File: src/rtl/lsbu_pkg.sv
// Purpose: Shared constants and types for the logic, shift and bit unit
// Assumes: Operands sized byte, word or longword in a 32-bit datapath
// Notes: Operation codes are supplied by the instruction decoder
package lsbu_pkg;
   localparam int LSBU_DATA_W = 32;
   localparam int LSBU_BITNO_W = 3;
   localparam int LSBU_BYTE_MSB = 7;
   localparam int LSBU_WORD_MSB = 15;
   localparam int LSBU_LONG_MSB = 31;
   localparam logic [31:0] LSBU_RESET_DATA = 32'h0000_0000;
   localparam logic [7:0] LSBU_RESET_BYTE = 8'h00;

   typedef enum logic [1:0] {
      LSBU_SZ_BYTE,
      LSBU_SZ_WORD,
      LSBU_SZ_LONG
   } lsbu_size_t;

   typedef enum logic [5:0] {
      LSBU_OP_AND,
      LSBU_OP_OR,
      LSBU_OP_XOR,
      LSBU_OP_NOT,
      LSBU_OP_SHIFT_ARITH_LEFT,
      LSBU_OP_SHIFT_ARITH_RIGHT,
      LSBU_OP_SHIFT_LOGIC_LEFT,
      LSBU_OP_SHIFT_LOGIC_RIGHT,
      LSBU_OP_ROTATE_LEFT,
      LSBU_OP_ROTATE_RIGHT,
      LSBU_OP_ROTATE_LEFT_VIA_CARRY,
      LSBU_OP_ROTATE_RIGHT_VIA_CARRY,
      LSBU_OP_BIT_FORCE_ONE,
      LSBU_OP_BIT_FORCE_ZERO,
      LSBU_OP_BIT_INVERT,
      LSBU_OP_BIT_CHECK,
      LSBU_OP_CARRY_AND_BIT,
      LSBU_OP_CARRY_AND_INV_BIT,
      LSBU_OP_CARRY_OR_BIT,
      LSBU_OP_CARRY_OR_INV_BIT,
      LSBU_OP_CARRY_XOR_BIT,
      LSBU_OP_CARRY_XOR_INV_BIT,
      LSBU_OP_BIT_TO_CARRY,
      LSBU_OP_INV_BIT_TO_CARRY,
      LSBU_OP_CARRY_TO_BIT,
      LSBU_OP_INV_CARRY_TO_BIT,
      LSBU_OP_TEST_AND_SET_MEM
   } lsbu_op_t;

   typedef enum {
      LSBU_ST_IDLE,
      LSBU_ST_MEM_READ,
      LSBU_ST_MEM_WRITE,
      LSBU_ST_DONE
   } lsbu_state_t;

   // Test-and-set writes this bit of the memory byte
   localparam logic [2:0] LSBU_TAS_BIT = 3'h7;
endpackage

File: src/rtl/lsbu_unit.sv
// Purpose: Logic, shift, rotate and single-bit datapath of the CPU
// Assumes: One operation in flight; memory answers with mem_ack
// Notes: Results and flags are registered and shown with done for one cycle
`timescale 1ns/1ns

// Summary of operation
// RULE_01: AND destination with register or immediate
// RULE_02: OR destination with register or immediate
// RULE_03: XOR destination with register or immediate
// RULE_04: Invert every bit of destination within the operand size
// RULE_05: Arithmetic shift left/right by one or two
// RULE_06: Logical shift left/right by one or two
// RULE_07: Rotate left/right without carry, one or two
// RULE_08: Rotate left/right through carry, one or two
// RULE_09: Bit set forces selected byte bit one
// RULE_10: Bit clear forces selected byte bit zero
// RULE_11: Bit invert complements selected byte bit
// RULE_12: Bit test loads zero with inverted bit
// RULE_13: Bit number from immediate or register
// RULE_14: Inverted carry ops use immediate bit number
// RULE_15: Carry becomes carry AND (inverted) bit
// RULE_16: Carry becomes carry OR (inverted) bit
// RULE_17: Carry becomes carry XOR (inverted) bit
// RULE_18: Carry loads selected bit or its inverse
// RULE_19: Selected bit takes carry or its inverse
// RULE_20: Test-and-set address only in four registers
// RULE_21: Shift-out to carry; sign or zero fill
// RULE_22: Memory bit writes are read-modify-write
module lsbu_unit
   import lsbu_pkg::*;
(
   input wire logic clk_sys,
   input wire logic rstn,
   input wire logic start,
   input wire lsbu_op_t op,
   input wire lsbu_size_t size,
   input wire logic [31:0] dst_in,
   input wire logic [31:0] src_in,
   input wire logic src_is_imm,
   input wire logic [31:0] imm_in,
   input wire logic [2:0] bitno_imm,
   input wire logic [31:0] bitno_reg,
   input wire logic bitno_from_reg,
   input wire logic mem_operand,
   input wire logic carry_in,
   input wire logic zero_in,
   input wire logic [7:0] mem_rdata,
   input wire logic mem_ack,
   output logic busy,
   output logic done,
   output logic [31:0] result,
   output logic result_we,
   output logic carry_out,
   output logic zero_out,
   output logic mem_rd,
   output logic mem_wr,
   output logic [7:0] mem_wdata
);

   typedef struct packed {
      lsbu_state_t st;
      lsbu_op_t op;
      lsbu_size_t size;
      logic [2:0] bitno;
      logic carry;
      logic zero;
      logic [31:0] result;
      logic result_we;
      logic [7:0] wbyte;
   } lsbu_regs_t;

   // Outcome of one bit operation; named fields keep the flag order explicit
   typedef struct packed {
      logic zero;
      logic carry;
      logic [7:0] data;
   } lsbu_bit_res_t;

   // Registered state and its next value; the whole unit moves on one edge
   lsbu_regs_t r;
   lsbu_regs_t next_r;

   // Width-masked operand: bits above the size are kept from the destination
   function automatic logic [31:0] size_merge(input logic [31:0] old_v, input logic [31:0] new_v,
                                             input lsbu_size_t sz);
      logic [31:0] res;
      res = old_v;
      case (sz)
         LSBU_SZ_BYTE: res[LSBU_BYTE_MSB:0] = new_v[LSBU_BYTE_MSB:0];
         LSBU_SZ_WORD: res[LSBU_WORD_MSB:0] = new_v[LSBU_WORD_MSB:0];
         default: res = new_v;
      endcase
      return res;
   endfunction

   // Top bit of the operand at the given size
   function automatic logic msb_of(input logic [31:0] v, input lsbu_size_t sz);
      logic m;
      case (sz)
         LSBU_SZ_BYTE: m = v[LSBU_BYTE_MSB];
         LSBU_SZ_WORD: m = v[LSBU_WORD_MSB];
         default: m = v[LSBU_LONG_MSB];
      endcase
      return m;
   endfunction

   // One single-step shift or rotate; carry gets the bit pushed out
   function automatic logic [32:0] shift_step(input logic [31:0] v, input lsbu_size_t sz,
                                              input lsbu_op_t o, input logic c);
      logic [31:0] n;
      logic co;
      logic top;
      logic fill_l;
      logic fill_r;
      top = msb_of(v, sz);
      n = v;
      co = c;
      fill_l = 1'b0;
      fill_r = 1'b0;
      case (o)
         LSBU_OP_ROTATE_LEFT: fill_l = top;
         LSBU_OP_ROTATE_LEFT_VIA_CARRY: fill_l = c;
         LSBU_OP_SHIFT_ARITH_RIGHT: fill_r = top;
         LSBU_OP_ROTATE_RIGHT: fill_r = v[0];
         LSBU_OP_ROTATE_RIGHT_VIA_CARRY: fill_r = c;
         default: begin
         end
      endcase
      case (o)
         LSBU_OP_SHIFT_ARITH_LEFT, LSBU_OP_SHIFT_LOGIC_LEFT, LSBU_OP_ROTATE_LEFT,
         LSBU_OP_ROTATE_LEFT_VIA_CARRY: begin
            n = {v[30:0], fill_l};
            co = top;
         end
         LSBU_OP_SHIFT_ARITH_RIGHT, LSBU_OP_SHIFT_LOGIC_RIGHT, LSBU_OP_ROTATE_RIGHT,
         LSBU_OP_ROTATE_RIGHT_VIA_CARRY: begin
            n = v >> 1;
            case (sz)
               LSBU_SZ_BYTE: n[LSBU_BYTE_MSB] = fill_r;
               LSBU_SZ_WORD: n[LSBU_WORD_MSB] = fill_r;
               default: n[LSBU_LONG_MSB] = fill_r;
            endcase
            co = v[0];
         end
         default: begin
         end
      endcase
      return {co, n};
   endfunction

   // Byte with one bit replaced
   function automatic logic [7:0] put_bit(input logic [7:0] b, input logic [2:0] k,
                                          input logic val);
      logic [7:0] res;
      res = b;
      res[k] = val;
      return res;
   endfunction

   // Inverted carry and inverted store forms; these take only an immediate bit number
   function automatic logic is_inv_imm(input lsbu_op_t o);
      logic f;
      f = (o == LSBU_OP_CARRY_AND_INV_BIT) || (o == LSBU_OP_CARRY_OR_INV_BIT) ||
          (o == LSBU_OP_CARRY_XOR_INV_BIT) || (o == LSBU_OP_INV_BIT_TO_CARRY) ||
          (o == LSBU_OP_INV_CARRY_TO_BIT);
      return f;
   endfunction

   // Operations that write a modified byte back, on the register and the memory path
   function automatic logic is_write_op(input lsbu_op_t o);
      logic f;
      f = (o == LSBU_OP_BIT_FORCE_ONE) || (o == LSBU_OP_BIT_FORCE_ZERO) ||
          (o == LSBU_OP_BIT_INVERT) || (o == LSBU_OP_CARRY_TO_BIT) ||
          (o == LSBU_OP_INV_CARRY_TO_BIT) || (o == LSBU_OP_TEST_AND_SET_MEM);
      return f;
   endfunction

   logic [31:0] src_v;
   logic [2:0] sel_bitno;
   logic is_bit_write;
   logic is_inv_imm_op;

   // Source and bit-number selection
   always_comb begin
      src_v = src_is_imm ? imm_in : src_in;
      is_inv_imm_op = is_inv_imm(op);
      // Inverted forms ignore the register source entirely (see RULE_14)
      if (bitno_from_reg && !is_inv_imm_op) begin
         sel_bitno = bitno_reg[2:0]; // see RULE_13
      end else begin
         sel_bitno = bitno_imm; // see RULE_13
      end
      is_bit_write = is_write_op(op);
   end

   // Computes one operation on a byte; flags it does not own pass through unchanged
   function automatic lsbu_bit_res_t bit_op(input lsbu_op_t o, input logic [7:0] b,
                                            input logic [2:0] k, input logic c, input logic z);
      logic bv;
      logic [7:0] nb;
      logic nc;
      logic nz;
      bv = b[k];
      nb = b;
      nc = c;
      nz = z;
      case (o)
         LSBU_OP_BIT_FORCE_ONE: nb = put_bit(b, k, 1'b1); // see RULE_09
         LSBU_OP_BIT_FORCE_ZERO: nb = put_bit(b, k, 1'b0); // see RULE_10
         LSBU_OP_BIT_INVERT: nb = put_bit(b, k, ~bv); // see RULE_11
         LSBU_OP_BIT_CHECK: nz = ~bv; // see RULE_12
         LSBU_OP_CARRY_AND_BIT: nc = c & bv; // see RULE_15
         LSBU_OP_CARRY_AND_INV_BIT: nc = c & ~bv; // see RULE_15
         LSBU_OP_CARRY_OR_BIT: nc = c | bv; // see RULE_16
         LSBU_OP_CARRY_OR_INV_BIT: nc = c | ~bv; // see RULE_16
         LSBU_OP_CARRY_XOR_BIT: nc = c ^ bv; // see RULE_17
         LSBU_OP_CARRY_XOR_INV_BIT: nc = c ^ ~bv; // see RULE_17
         LSBU_OP_BIT_TO_CARRY: nc = bv; // see RULE_18
         LSBU_OP_INV_BIT_TO_CARRY: nc = ~bv; // see RULE_18
         LSBU_OP_CARRY_TO_BIT: nb = put_bit(b, k, c); // see RULE_19
         LSBU_OP_INV_CARRY_TO_BIT: nb = put_bit(b, k, ~c); // see RULE_19
         LSBU_OP_TEST_AND_SET_MEM: begin
            // Zero reflects the whole byte before bit 7 is set
            nz = (b == LSBU_RESET_BYTE);
            nb = put_bit(b, LSBU_TAS_BIT, 1'b1);
         end
         default: begin
         end
      endcase
      return '{zero: nz, carry: nc, data: nb};
   endfunction

   // Next-state logic for the whole unit
   always_comb begin
      logic [31:0] v;
      logic [32:0] s1;
      logic [32:0] s2;
      lsbu_bit_res_t bres;
      v = LSBU_RESET_DATA;
      s1 = 33'h0_0000_0000;
      s2 = 33'h0_0000_0000;
      bres = '{zero: 1'b0, carry: 1'b0, data: 8'h00};
      // Hold everything by default; the write strobe lives only for the done cycle
      next_r = r;
      next_r.result_we = 1'b0;
      case (r.st)
         LSBU_ST_IDLE: begin
            if (start) begin
               // Operands are taken on this edge only; the decoder may move on after it
               next_r.op = op;
               next_r.size = size;
               next_r.bitno = sel_bitno;
               next_r.carry = carry_in;
               next_r.zero = zero_in;
               if (mem_operand && (op >= LSBU_OP_BIT_FORCE_ONE)) begin
                  // Memory byte is fetched first, then written back by write ops only (see RULE_22)
                  next_r.st = LSBU_ST_MEM_READ;
               end else begin
                  next_r.st = LSBU_ST_DONE;
                  case (op)
                     LSBU_OP_AND: v = size_merge(dst_in, dst_in & src_v, size); // see RULE_01
                     LSBU_OP_OR: v = size_merge(dst_in, dst_in | src_v, size); // see RULE_02
                     LSBU_OP_XOR: v = size_merge(dst_in, dst_in ^ src_v, size); // see RULE_03
                     LSBU_OP_NOT: v = size_merge(dst_in, ~dst_in, size); // see RULE_04
                     default: v = dst_in;
                  endcase
                  if (op >= LSBU_OP_SHIFT_ARITH_LEFT && op <= LSBU_OP_ROTATE_RIGHT_VIA_CARRY) begin
                     // Two-position forms are two single steps (see RULE_05, RULE_06)
                     s1 = shift_step(dst_in, size, op, carry_in); // see RULE_07, RULE_08
                     s2 = src_in[0] ? shift_step(s1[31:0], size, op, s1[32]) : s1;
                     v = size_merge(dst_in, s2[31:0], size);
                     next_r.carry = s2[32]; // see RULE_21
                     next_r.zero = (size_merge(LSBU_RESET_DATA, s2[31:0], size) == 32'h0);
                     next_r.result_we = 1'b1;
                  end else if (op <= LSBU_OP_NOT) begin
                     next_r.zero = (size_merge(LSBU_RESET_DATA, v, size) == 32'h0);
                     next_r.result_we = 1'b1;
                  end else begin
                     // Register bit ops touch only the low byte of the destination
                     bres = bit_op(op, dst_in[7:0], sel_bitno, carry_in, zero_in);
                     next_r.zero = bres.zero;
                     next_r.carry = bres.carry;
                     v = {dst_in[31:8], bres.data};
                     next_r.result_we = is_bit_write;
                  end
                  next_r.result = v;
               end
            end
         end
         LSBU_ST_MEM_READ: begin
            // Read data counts only with its acknowledge; idle bus data is ignored
            if (mem_ack) begin
               bres = bit_op(r.op, mem_rdata, r.bitno, r.carry, r.zero);
               next_r.zero = bres.zero;
               next_r.carry = bres.carry;
               next_r.wbyte = bres.data; // see RULE_22
               next_r.result = {24'h00_0000, mem_rdata};
               if (is_write_op(r.op)) begin
                  next_r.st = LSBU_ST_MEM_WRITE;
               end else begin
                  next_r.st = LSBU_ST_DONE;
               end
            end
         end
         LSBU_ST_MEM_WRITE: begin
            // Strobe and byte stand until memory takes them
            if (mem_ack) begin
               next_r.st = LSBU_ST_DONE;
            end
         end
         LSBU_ST_DONE: begin
            // One-cycle completion; start is ignored here, a new request is taken from the edge after next on
            next_r.st = LSBU_ST_IDLE;
         end
         default: next_r.st = LSBU_ST_IDLE;
      endcase
   end

   // State register; cleared by CPU reset
   always_ff @(posedge clk_sys or negedge rstn) begin
      if (!rstn) begin
         r <= '{st: LSBU_ST_IDLE, op: LSBU_OP_AND, size: LSBU_SZ_BYTE, bitno: 3'h0,
                carry: 1'b0, zero: 1'b0, result: 32'h0000_0000,
                result_we: 1'b0, wbyte: 8'h00};
      end else begin
         r <= next_r;
      end
   end

   // Outputs; the write-enable is held only in the done cycle
   always_comb begin
      busy = (r.st != LSBU_ST_IDLE);
      done = (r.st == LSBU_ST_DONE);
      result = r.result;
      result_we = done && r.result_we;
      carry_out = r.carry;
      zero_out = r.zero;
      mem_rd = (r.st == LSBU_ST_MEM_READ);
      mem_wr = (r.st == LSBU_ST_MEM_WRITE);
      mem_wdata = r.wbyte;
   end
endmodule

File: config.mk
export PLATFORM = sky130hd
export DESIGN_NAME = lsbu_unit
export DESIGN_NICKNAME = d
export VERILOG_FILES = /design/src/rtl/lsbu_pkg.sv /design/src/rtl/lsbu_unit.sv
export SDC_FILE = /design/constraint.sdc
export NUM_CORES = 1
export LEC_CHECK = 0
export BUFFER_PORTS_ARGS = -buffer_cell sky130_fd_sc_hd__buf_2
export CAP_MARGIN = 20
export CORE_ASPECT_RATIO = 1.2
export CORE_MARGIN = 5
export CORE_UTILIZATION = 60
export CTS_CLUSTER_DIAMETER = 200
export DETAILED_ROUTE_END_ITERATION = 6
export PLACE_DENSITY = 0.88
export REMOVE_ABC_BUFFERS = 1
export SLEW_MARGIN = 0
export SYNTH_ARGS = -nofsm -noshare
export SYNTH_HDL_FRONTEND = slang
export SYNTH_SLANG_ARGS = --single-unit
File: constraint.sdc
create_clock -name clk_sys -period 4.7 [get_ports clk_sys]
set_clock_uncertainty 0.05 [all_clocks]
set_input_delay 0.94 -clock clk_sys [delete_from_list [all_inputs] [get_ports clk_sys]]
set_output_delay 0.94 -clock clk_sys [all_outputs]
set_load 0.005 [all_outputs]
After elaboration in Yosys (flattened, before gate mapping)
Cells that the tools add are included.
- flip-flop bits (word level): 86
- input port bits: 156
- output and inout bits: 47
- order comparisons: 8
- equal/unequal tests: 53
- mux-type cells: 114
- bitwise gates (word level): 26
- reduce and logical (&&, ||, !) cells: 39
- operators with widths (operator ; count):
    two-way mux 16 bit ; 16
    two-way mux 8 bit ; 25
    two-way mux 32 bit ; 5
    equality test 6 x 5 -> 1 bit, second input constant ; 22
    one-hot mux 32 bit (2 select lines) ; 2
    one-hot mux 32 bit (4 select lines) ; 1
    zero test 32 bit ; 3
    one-hot mux 32 bit (3 select lines) ; 1
    one-hot mux 8 bit (6 select lines) ; 2
    two-way mux 78 bit ; 1
    equality test 6 x 4 -> 1 bit, second input constant ; 12
    one-hot mux 34 bit (2 select lines) ; 1
    equality test 32 x 2 -> 1 bit, second input constant ; 2
    equality test 32 x 3 -> 1 bit, second input constant ; 2
    bitwise mux 8 bit ; 6
    two-way mux 35 bit ; 1
    two-way mux 34 bit ; 1
    two-way mux 33 bit ; 1
    bitwise AND 32 bit ; 1
    equality test 32 x 1 -> 1 bit, second input constant ; 1
    two-way mux 1 bit ; 32
    NOT 32 bit ; 1
    OR 32 bit ; 1
    nonzero test 32 bit ; 1
    40 further kinds ; 99

Longest topological paths before layout
Gate-level depths: netlist of the first run.
- word-level depth: 32
- mapped depth: 15
- depth with buffers taken out: 11

Worst setup path after synthesis of the first run
Ideal clock, no wire load.
- path type: input-to-reg
- start point: in src_is_imm
- end point: reg r (netlist bit zero_out)
- library setup time: 0.066 ns
- data arrival time: 3.750 ns
- data required time: 4.584 ns
- path slack: 0.834 ns
- cell stages on the path: 11
- buffers on the path: 2
- path through: clkbuf_1 > buf_1 > mux2i_1 > ha_1 > mux4_2 > nor4_1 > a41oi_1 > o41a_1 > o31ai_1 > a31o_1 > a31o_1
- cells in the longest elaborated chain, start to end: 16
- elaborated cells on any way between the ends: 34
- those cells by class: 30 x mux; 3 x bitwise; 1 x reduce/logical
- RTL lines (what ; RTL line ; RTL):
    start: declaration ; lsbu_unit.sv:39 ; input wire logic src_is_imm,
    two-way mux 32 bit * ; lsbu_unit.sv:185 ; src_v = src_is_imm ? imm_in : src_in;
    XOR 32 bit (tied with other cells) ; lsbu_unit.sv:263 ; LSBU_OP_XOR: v = size_merge(dst_in, dst_in ^ src_v, size);
    two-way mux 8 bit / two-way mux 16 bit (equally long branches) ; lsbu_unit.sv:88 ; case (sz)
    one-hot mux 32 bit (4 select lines) * ; lsbu_unit.sv:260 ; case (op)
    two-way mux 8 bit / two-way mux 16 bit (equally long branches) ; lsbu_unit.sv:88 ;
    two-way mux 8 bit / two-way mux 16 bit (equally long branches) ; lsbu_unit.sv:275 ; end else if (op <= LSBU_OP_NOT) begin
    two-way mux 8 bit / two-way mux 16 bit (equally long branches) ; lsbu_unit.sv:267 ; if (op >= LSBU_OP_SHIFT_ARITH_LEFT && op <= LSBU_OP_ROTATE_RIGHT_VIA_CARRY) begin
    two-way mux 8 bit / two-way mux 16 bit (equally long branches) ; lsbu_unit.sv:255 ; if (mem_operand && (op >= LSBU_OP_BIT_FORCE_ONE)) begin
    two-way mux 8 bit / two-way mux 16 bit (equally long branches) ; lsbu_unit.sv:248 ; if (start) begin
    two-way mux 8 bit / two-way mux 16 bit (equally long branches) ; lsbu_unit.sv:246 ; case (r.st)
    zero test 32 bit * ; lsbu_unit.sv:276 ; next_r.zero = (size_merge(LSBU_RESET_DATA, v, size) == 32'h0);
    two-way mux 1 bit * ; lsbu_unit.sv:275 ;
    two-way mux 2 bit * ; lsbu_unit.sv:267 ;
    two-way mux 35 bit * ; lsbu_unit.sv:255 ;
    two-way mux 78 bit * ; lsbu_unit.sv:248 ;
    one-hot mux 34 bit (2 select lines) * ; lsbu_unit.sv:246 ;
    end signal: assignment ; lsbu_unit.sv:322 ; r <= '{st: LSBU_ST_IDLE, op: LSBU_OP_AND, size: LSBU_SZ_BYTE, bitno: 3'h0,
    end signal: assignment ; lsbu_unit.sv:326 ; r <= next_r;
    end: declaration ; lsbu_unit.sv:80 ; lsbu_regs_t r;
Mark *: on every way between the ends. The rest lies on a longest branch, timed or not. The select of a mux whose other input is x is not followed.
A chain may end at the register's enable or synchronous reset.

Worst setup path after layout of the first run
Ends and elaborated chain as after synthesis.

==> results.md, run 1 <==
- Post-synth EDFFs: 0
- Nets: between 1000 and 1500
- CTS tree: built
- Largest net degree at the start of global routing: between 70 and 80
- CTS Root Cell: clkbuf_16
- Routed len/inst: approximately 20 um
- Vias per cell: ~6.7
- Startpoint Class: input pin
- Crit path time final: around 3.6 ns
- Post-Layout Cell Count: ~1300
- Layout cells sized above 1: 23.4%
- Worst-Margin Slew: 0.934 ns
- Area grow syn2layout: 9.00%
- Unique masters post-synth: 87
- Mapped cell area: about 8400 um2
- H-tree levels: 2
- Longest Clk Path Bufs: 2
- Slew HR: a little under two fifths
- Rows: 47
- Setup CP Type: input pin to register
- Setup Viol. Count Final: 0
- Total CTS buffers: 5
- Synth Area in Compound Gates: roughly a quarter
- Final WL: 25.9 mm
- Fraction of registers with async set/reset: 100%
- Largest family of logic cells by synthesized area: compound AO/OA/AOI/OAI gates
- Total global-route track usage: between 20% and 30%
- N_diodes: 0
- Port bufs: between 150 and 200
- Final Hold Viols: 0
- Initial antenna violation count: 0
- Sequential area share after synthesis: approximately 16%
- Clk sinks: 54
- I/O pin total: between 200 and 250
- Antenna viol nets, final: 0
- First-pass GRT wire length: 41.7 mm
- Gr ovfl total: 0
- Avg Cell Area, Syn: 7.86 um2
- Worst reg-to-reg setup slack: approximately 1.6 ns
- DR iter-0 viols: roughly 1000
- Fin crit share: between 70 and 80%
- RSZ-0062 raised after global routing: no
- Setup Buffers After CTS: 0
- Crit-path max FO: 15
- Starting density of the core: between 60% and 70%
- Gpl congestion: roughly 0.99
- Die outline area: approximately 16000 um2
- Cell count after synthesis: about 1100
- CTS resizes: 0
- Leakage: 4.39 nW
- DP HPWL: around 20 mm
- Max Freq: 0.276 GHz
- Die Y: ~140 um
- Worst Hold Class: register to register
- Setup_tns: 0 ns
- Main synth FF type: dfrtp_1
- Max Slew Vio Count: 0
- First-pass DRT Iterations: 5
- Clk Latency, worst-skew pair: approximately 0.3 ns
- #FFs+latches synth: 54
- Routed via count: approximately 9000
- PwrDens: 314 nW/um2
- Layout fillers: 1180
- Status: finished, final reports clean
- Vias in the first global route: about 8600
- Simple-Gate Fraction of Synth Area: between 15 and 20%
- DRC viols: 0
- Clock slew at reported path FFs: ~0.080 ns
- Hold-fix buffers, CTS: 0
- Reg area: 1350 um2
- Peak supply drop: just under 400 uV
- Worst Path Arrival: 3.78 ns
- Placed Cells incl. Taps: 1308
- Multi-input gate area: approximately 6000 um2
- Required time worst endpoint: 4.85 ns
- XOR/XNOR Fraction of Synth Area: less than 1%
- Post-synthesis mux area share: between 15 and 20%
- Synthesis Warnings: 0
- Setup crit end kind: register
- Die W: roughly 120 um
- Max cap viols: 0
- Core area: roughly 14000 um2
- Synth Area in Adders: 10.5%
-- cell usage in the layout, fill, tap and decap left out, types with 10 or more instances in the layout --
cell type,instances
nand2_1,98
o21ai_0,74
a21o_1,12
buf_4,23
nor4_1,16
nor2_1,77
o211ai_1,20
buf_2,172
nand3_1,23
dfrtp_1,54
and3_1,10
mux2i_1,48
a31oi_1,13
nor2b_1,16
inv_1,89
a21oi_1,77
mux4_2,38
o22ai_1,11
a211oi_1,17
nor3_1,14
ha_1,70
-- state kept, by name, summed over array words and instances (netlist names) --
| signal | flops |
|---|---|
| result | 32 |
| r | 12 |
| carry_out | 1 |
| zero_out | 1 |
| mem_wdata | 8 |
-- layout make-up --
cell class,count,area share [%]
inverters,90,3.70
well taps,171,2.35
multi-input cells,798,66.0
clock inverters,2,0.412
flip-flops and latches,54,14.8
repair buffers,195,11.3
clock buffers,6,1.41
-- worst paths after layout --
| path | end | depth (start not counted) | from |
|---|---|---|---|
| worst max-delay path | zero_out$_DFFE_PN0P_ | 12 | src_is_imm |
| worst min-delay path | mem_wdata[4]$_DFFE_PN0P_ | 2 | mem_wdata[4]$_DFFE_PN0P_ |
| worst max register to register | result[7]$_DFFE_PN0P_ | 10 | r[55]$_DFFE_PN0P_ |
| worst min register to register | mem_wdata[4]$_DFFE_PN0P_ | 2 | mem_wdata[4]$_DFFE_PN0P_ |
| max in group asynchronous | result[26]$_DFFE_PN0P_ | 2 | rstn |
| min in group asynchronous | r[43]$_DFFE_PN0P_ | 2 | rstn |
-- cells by family after synthesis --
group,after synthesis
AO/OA/AOI/OAI,325
AND/OR/NAND/NOR,306
buffers and inverters,212
multiplexers,92
adder cells (fa/ha/maj),70
flip-flops,54
XOR/XNOR,5
-- power breakdown --
| group | internal [mW] | leakage [nW] | switching, mW |
|---|---|---|---|
| sequential | 0.662 | 0.695 | 0.194 |
| combinational | 0.677 | 3.62 | 0.884 |
| clock | 0.253 | 0.0771 | 0.191 |
-- cell usage after synthesis (10+ instances only) --
master	instances	area share [%]
a21oi_1	77	4.6
inv_1	89	4.0
buf_4	44	3.9
nor2_1	77	3.5
o211ai_1	20	1.8
o21ai_0	74	4.4
nand2_1	98	4.4
dfrtp_1	54	16
o22ai_1	11	0.82
a31oi_1	13	0.97
nor4_1	16	1.2
buf_2	25	1.5
ha_1	70	10
mux2i_1	48	5.7
a21o_1	12	1.1
and3_1	10	0.75
nand3_1	23	1.4
nor3_1	14	0.84
clkbuf_1	40	1.8
buf_1	11	0.49
nor2b_1	16	1.2
mux4_2	38	10
a211oi_1	17	1.5
-- worst max-delay path, cell delays in order --
cell and delay [ns]:
buf_2 0.33, buf_4 0.37, mux2i_1 0.15, ha_1 0.29, inv_1 0.04, mux4_2 0.51
o211ai_1 0.19, a222oi_1 0.11, a31oi_1 0.34, o31ai_1 0.13, a31o_1 0.19, a31o_1 0.17
-- metrics by stage --
| step | hold WS [ns] | total power, mW | utilization [%] | instance area [um2] | worst slack [ns] |
|---|---|---|---|---|---|
| after floorplan | 0.413 | 1.76 | - | 7700 | 1.27 |
| after global placement | 0.399 | 2.34 | 65.1 | 8950 | 0.851 |
| after detailed placement | 0.410 | 2.40 | 65.1 | 8950 | 0.794 |
| after CTS | 0.429 | 2.84 | 66.3 | 9120 | 1.11 |
| after global routing | 0.448 | 3.08 | 66.3 | 9120 | 0.844 |
| final | 0.425 | 2.86 | 66.3 | 9120 | 1.07 |
-- layer usage --
layer	track usage (%)	share of wire, %	up-vias
met2	51.1	48	574
met1	37.2	38	4131
met4	13.8	4.2	0
li1	-	-	4033
met3	4.91	9.9	101
met5	0	0	-
Power figures use the tool's default switching activity.
==> inputs of run 2 (changes only) <==
CORE_UTILIZATION = 56   (was 60)
PLACE_DENSITY = 0.83   (was 0.88)
clock period = 3.6 ns   (was 4.7 ns; I/O delays follow)
==> results.md, run 2 (synthesis gave the netlist of run 1 again) <==
- Status: finished, final reports clean
- Max Freq: a little under 0.3 GHz
- Vias per cell: between 6 and 7
- Startpoint Class: input pin
- Die Y: 144 um
- Port bufs: about 170
- Clk sinks: 54
- Leakage: between 4 and 5 nW
- Crit path time final: approximately 3.4 ns
- Vias in the first global route: between 8000 and 9000
- Final Power: 3.73 mW
- Setup CP Type: input pin to register
- Most common cell after layout, fill and taps aside: buf_2
- Core area: approximately 15000 um2
- Required time worst endpoint: 3.80 ns
- Antenna viol nets, final: 0
- Max Slew Vio Count: 0
- Hold-fix buffers, CTS: 0
- Final Hold Viols: 0
- Placed Cells incl. Taps: roughly 1400
- Crit-path max FO: 10
- Final WL: 26.8 mm
- H-tree levels: 2
- Gr ovfl total: 0
- Slew HR: 55.3%
- Area grow syn2layout: 12.6%
- RSZ-0062 raised after global routing: no
- Nets: 1400
- Multi-input gate area: roughly 6000 um2
- Routed via count: 8996
- Gpl congestion: 0.996
- Worst Path Arrival: approximately 3.6 ns
- First-pass DRT Iterations: 6
- PwrDens: about 400 nW/um2
- First-pass GRT wire length: ~43 mm
- Worst Hold Class: input pin to async pin
- Starting density of the core: a little under three fifths
- Total CTS buffers: 5
- Total global-route track usage: a little under 30%
- Most frequent cells in the layout: buf_2, nand2_1, inv_1, nor2_1, a21oi_1
- Setup Buffers After CTS: 0
- DRC viols: 0
- Setup crit end kind: register
- Routed len/inst: 19.4 um
- Final core utilization: 63.5%
- DP HPWL: about 21 mm
- Critical R2R Capture: result[18]$_DFFE_PN0P_
- CTS resizes: 0
- Reg area: about 1400 um2
- DR iter-0 viols: slightly above 900
- Max cap viols: 0
- Origin of the critical flop-to-flop path: r[55]$_DFFE_PN0P_
- Rows: 49
- I/O pin total: approximately 200
- Clk Latency, worst-skew pair: roughly 0.30 ns
- Layout cells sized above 1: between 20% and 30%
- FF-to-FF path depth: 10
- Setup Viol. Count Final: 0
- Largest net degree at the start of global routing: 42
- Max reg flops: 32
- Worst reg-to-reg setup slack: roughly 0.66 ns
- Fin crit share: a little over nine tenths
- Die outline area: around 17000 um2
- Clock slew at reported path FFs: around 0.080 ns
- CTS tree: built
- N_diodes: 0
- Layout fillers: between 1000 and 1500
- Initial antenna violation count: 0
- Worst-Margin Slew: 0.661 ns
- Post-Layout Cell Count: roughly 1400
- Die W: between 100 and 150 um
- Peak supply drop: between 200 and 300 uV
- CTS Root Cell: clkbuf_16
- Longest Clk Path Bufs: 2
==> run 2: changes by cell type in the layout (fill, tap and decap cells not counted) <==
cell,before,now
buf_12,0,4
buf_4,23,49
bufinv_16,1,0
clkbuf_1,1,0
clkbuf_8,0,1
clkinv_2,0,1
==> run 2: cell type report <==
cell class | count | share of cell area [%]
Multi-Input combinational cell | 798 | 63.9
Sequential cell | 54 | 14.3
Timing Repair Buffer | 225 | 13.9
Inverter | 90 | 3.59
Tap cell | 204 | 2.71
Clock buffer | 6 | 1.47
Clock inverter | 2 | 0.133
==> run 2: layer usage <==
metal | wire length (um) | global-route usage (%) | vias up
li1 | - | - | 4087
met1 | 9910 | 37.2 | 4244
met2 | 13100 | 51.5 | 555
met3 | 2620 | 4.17 | 110
met4 | 1170 | 12.7 | 0
met5 | 0 | 0 | -
==> run 2: power by group <==
| part | internal, mW | switching (mW) |
|---|---|---|
| Clock | 0.277 | 0.256 |
| Combinational | 0.919 | 1.17 |
| Sequential | 0.865 | 0.251 |
| Total | 2.06 | 1.67 |
==> run 2: metrics by stage <==
step                      setup WS, ns  setup TNS, ns  hold WS (ns)  cell area (um2)
after floorplan                  0.393              0         0.374             7700
after global placement          0.0171              0         0.399             9250
after detailed placement        -0.113         -0.113         0.408             9250
after CTS                        0.202              0         0.427             9400
after global routing            0.0261              0         0.201             9420
final                            0.217              0         0.194             9420
==> run 2: worst max-delay path: stages <==
cell,delay (ns)
buf_2,0.25
buf_4,0.28
buf_4,0.15
mux2i_1,0.28
ha_1,0.31
mux4_2,0.49
nor2_1,0.13
a21oi_1,0.08
o41a_1,0.47
o31ai_1,0.20
a31o_1,0.13
a31o_1,0.09
==> run 2: how the worst max path moves through the flow <==
stage | start | end | depth (start not counted)
3_3_place_gp | src_is_imm | zero_out$_DFFE_PN0P_ | 11
5_1_grt | src_is_imm | zero_out$_DFFE_PN0P_ | 12
2_1_floorplan | op[2] | zero_out$_DFFE_PN0P_ | 8
4_1_cts | src_is_imm | zero_out$_DFFE_PN0P_ | 12
3_5_place_dp | src_is_imm | zero_out$_DFFE_PN0P_ | 12
6_report | src_is_imm | zero_out$_DFFE_PN0P_ | 12
==> inputs of run 3 (changes only) <==
ABC_AREA = 1   (was default)
CORE_UTILIZATION = 57   (was 56)
==> results.md, run 3 <==
- Nets: roughly 1900
- Setup Buffers After CTS: 0
- Die Y: roughly 150 um
- H-tree levels: 2
- Routed len/inst: about 16 um
- Share of the synthesized area in the top cell type: 16.8%
- Main synth FF type: dfrtp_1
- Sequential area share after synthesis: 14.9%
- Rows: 50
- Clock slew at reported path FFs: roughly 0.09 ns
- Worst reg-to-reg setup slack: 0.84 ns
- Final Power: ~3.6 mW
- Mapped cell area: ~9000 um2
- Crit path time final: 2.99 ns
- Worst setup path end: zero_out$_DFFE_PN0P_
- Fin crit share: 83.2%
- Routed via count: approximately 11000
- First-pass DRT Iterations: 5
- Avg Cell Area, Syn: between 5 and 6 um2
- CP peak stage delay: about 0.32 ns
- Origin of the critical flop-to-flop path: r[55]$_DFFE_PN0P_
- Initial antenna violation count: 1
- Total CTS buffers: 5
- Post-Layout Cell Count: 1877
- CTS resizes: 0
- Vias in the first global route: roughly 10000
- Synth area leader: nand2_1
- First-pass GRT wire length: ~49 mm
- Most frequent cells in the layout: nand2_1, inv_1, o21ai_0, buf_2, nor2_1
- Worst Setup SP: op[2]
- Max Slew Vio Count: 0
- Hold-fix buffers, CTS: 0
- Max cap viols: 0
- Total global-route track usage: 31.5%
- Worst-Margin Slew: roughly 0.89 ns
- #FFs+latches synth: 54
- Unique masters post-synth: between 50 and 60
- Slowest CP cell: buf_4
- Finished Cell Area: a little over 10000 um2
- Layout cells sized above 1: 16.5%
- Crit-path max FO: 24
- Longest Clk Path Bufs: 2
- Count leader, synth: nand2_1
- Vias per cell: 5.91
- Core area: 15600 um2
- Critical R2R Capture: result[25]$_DFFE_PN0P_
- FF-to-FF path depth: 9
- Die W: between 100 and 150 um
- Gr ovfl total: 0
- Final Hold Viols: 0
- Worst Hold Class: register to register
- Worst path most repeated cell: nand2_1
- Leakage: approximately 5.2 nW
- Reg area: about 1400 um2
- Worst Path Arrival: 3.15 ns
- PwrDens: between 300 and 400 nW/um2
- Commonest cells post-synth: nand2_1, inv_1, o21ai_0
- Antenna viol nets, final: 0
- Max Freq: between 0.3 and 0.4 GHz
- Setup crit end kind: register
- Placed Cells incl. Taps: ~1900
- Status: finished, final reports clean
- CTS Root Cell: clkbuf_16
- Clk Latency, worst-skew pair: 0.32 ns
- Peak supply drop: 254 uV
- Largest net degree at the start of global routing: 65
- Startpoint Class: input pin
- Gpl congestion: about 1
- Setup Viol. Count Final: 0
- CP Cell Sequence: buf_2 > nor2_2 > nand2_4 > buf_4 > nor2_1 > buf_4 > o21ai_0 > nand3_1 > o21ai_0 > a21oi_1 > nor2_1 > nand2_1 > nor2_1 > nand2_1 > nand2_1 > a21oi_1 > nand2_1 > nand2_1 > a21oi_1
- Setup CP Type: input pin to register
- Required time worst endpoint: roughly 3.8 ns
- Fraction of registers with async set/reset: 100%
- Post-synth EDFFs: 0
- Most common cell after layout, fill and taps aside: nand2_1
- Layout fillers: roughly 1600
- I/O pin total: slightly above 200
- Cell Area, Placed: between 9000 and 10000 um2
- Area grow syn2layout: 11.4%
- DRC viols: 0
- CTS tree: built
- DR iter-0 viols: between 900 and 1000
- Synthesis Warnings: 0
- DP HPWL: roughly 23 mm
- Port bufs: approximately 170
- Max reg flops: 32
- Cell count after synthesis: around 1600
- RSZ-0062 raised after global routing: no
- Final WL: between 30 and 40 mm
- Synth top area cells: nand2_1, dfrtp_1, ha_1, o21ai_0, inv_1
- Clk sinks: 54
- Multi-input gate area: 6360 um2
- Starting density of the core: just under 60%
- Slew HR: between 40% and 50%
- Die outline area: roughly 19000 um2
run 3: cell types whose count changed after synthesis, moves of 13 or more:
cell / change
inv_1: +90
o221ai_1: +13
mux2i_1: -48
nand4_1: +19
nor2b_1: -16
mux4_2: -38
o21ai_0: +100
nand2_1: +309
o21ai_1: +16
nand3_1: +88
nor2_1: +63
run 3: worst max-delay path: cells and delay by family:
family,cells,cell delay (ns)
and+or+nand+nor,11,1.09
buffers and inverters,3,0.69
AOI/OAI and AO/OA,5,0.65
run 3: routing by layer:
layer,global-route usage (%),vias up,share of wire [%]
met1,38.4,4975,39
met5,0,-,0
li1,-,5400,-
met3,4.31,128,9.0
met2,54.2,597,47
met4,16.1,0,5.0
run 3: cell type report:
cell class / instances / share of cell area [%]
antenna: 1 / 0.0248
clock buffer: 5 / 1.24
clock inverter: 3 / 0.285
inverter: 189 / 7.07
multi-input combinational: 1195 / 63.0
sequential: 54 / 13.4
tap: 208 / 2.58
timing repair buffer: 222 / 12.5
run 3: worst min-delay path by stage:
stage	from	endpoint	cells past startpoint
2_1_floorplan	rstn	carry_out$_DFFE_PN0P_	0
3_5_place_dp	result[29]$_DFFE_PN0P_	result[29]$_DFFE_PN0P_	2
5_1_grt	result[23]$_DFFE_PN0P_	result[23]$_DFFE_PN0P_	1
4_1_cts	result[29]$_DFFE_PN0P_	result[29]$_DFFE_PN0P_	2
6_report	mem_wdata[7]$_DFFE_PN0P_	mem_wdata[7]$_DFFE_PN0P_	2
3_3_place_gp	result[28]$_DFFE_PN0P_	result[28]$_DFFE_PN0P_	2
run 3: logic make-up after synthesis:
| kind of cell | share of synthesized area, % |
|---|---|
| AO/OA/AOI/OAI | 24.8 |
| adder cells (fa/ha/maj) | 9.66 |
| flip-flops | 14.9 |
| buffers and inverters | 15.1 |
| XOR/XNOR | 0.0966 |
| AND/OR/NAND/NOR | 35.4 |
run 3: power by group:
| group | switching (mW) | total [mW] | internal [mW] |
|---|---|---|---|
| logic | 1.28 | 2.03 | 0.746 |
| clock network | 0.278 | 0.547 | 0.268 |
| registers | 0.200 | 1.06 | 0.861 |
run 3: per-stage QoR:
step / setup slack (ns) / util, % / hold slack (ns) / TNS (ns)
6_report: 0.606 / 64.6 / 0.443 / 0
5_1_grt: 0.421 / 64.6 / 0.470 / 0
4_1_cts: 0.671 / 64.6 / 0.441 / 0
3_5_place_dp: 0.358 / 63.6 / 0.422 / 0
3_3_place_gp: 0.412 / 63.6 / 0.414 / 0
2_1_floorplan: -1.02 / - / 0.374 / -20.78
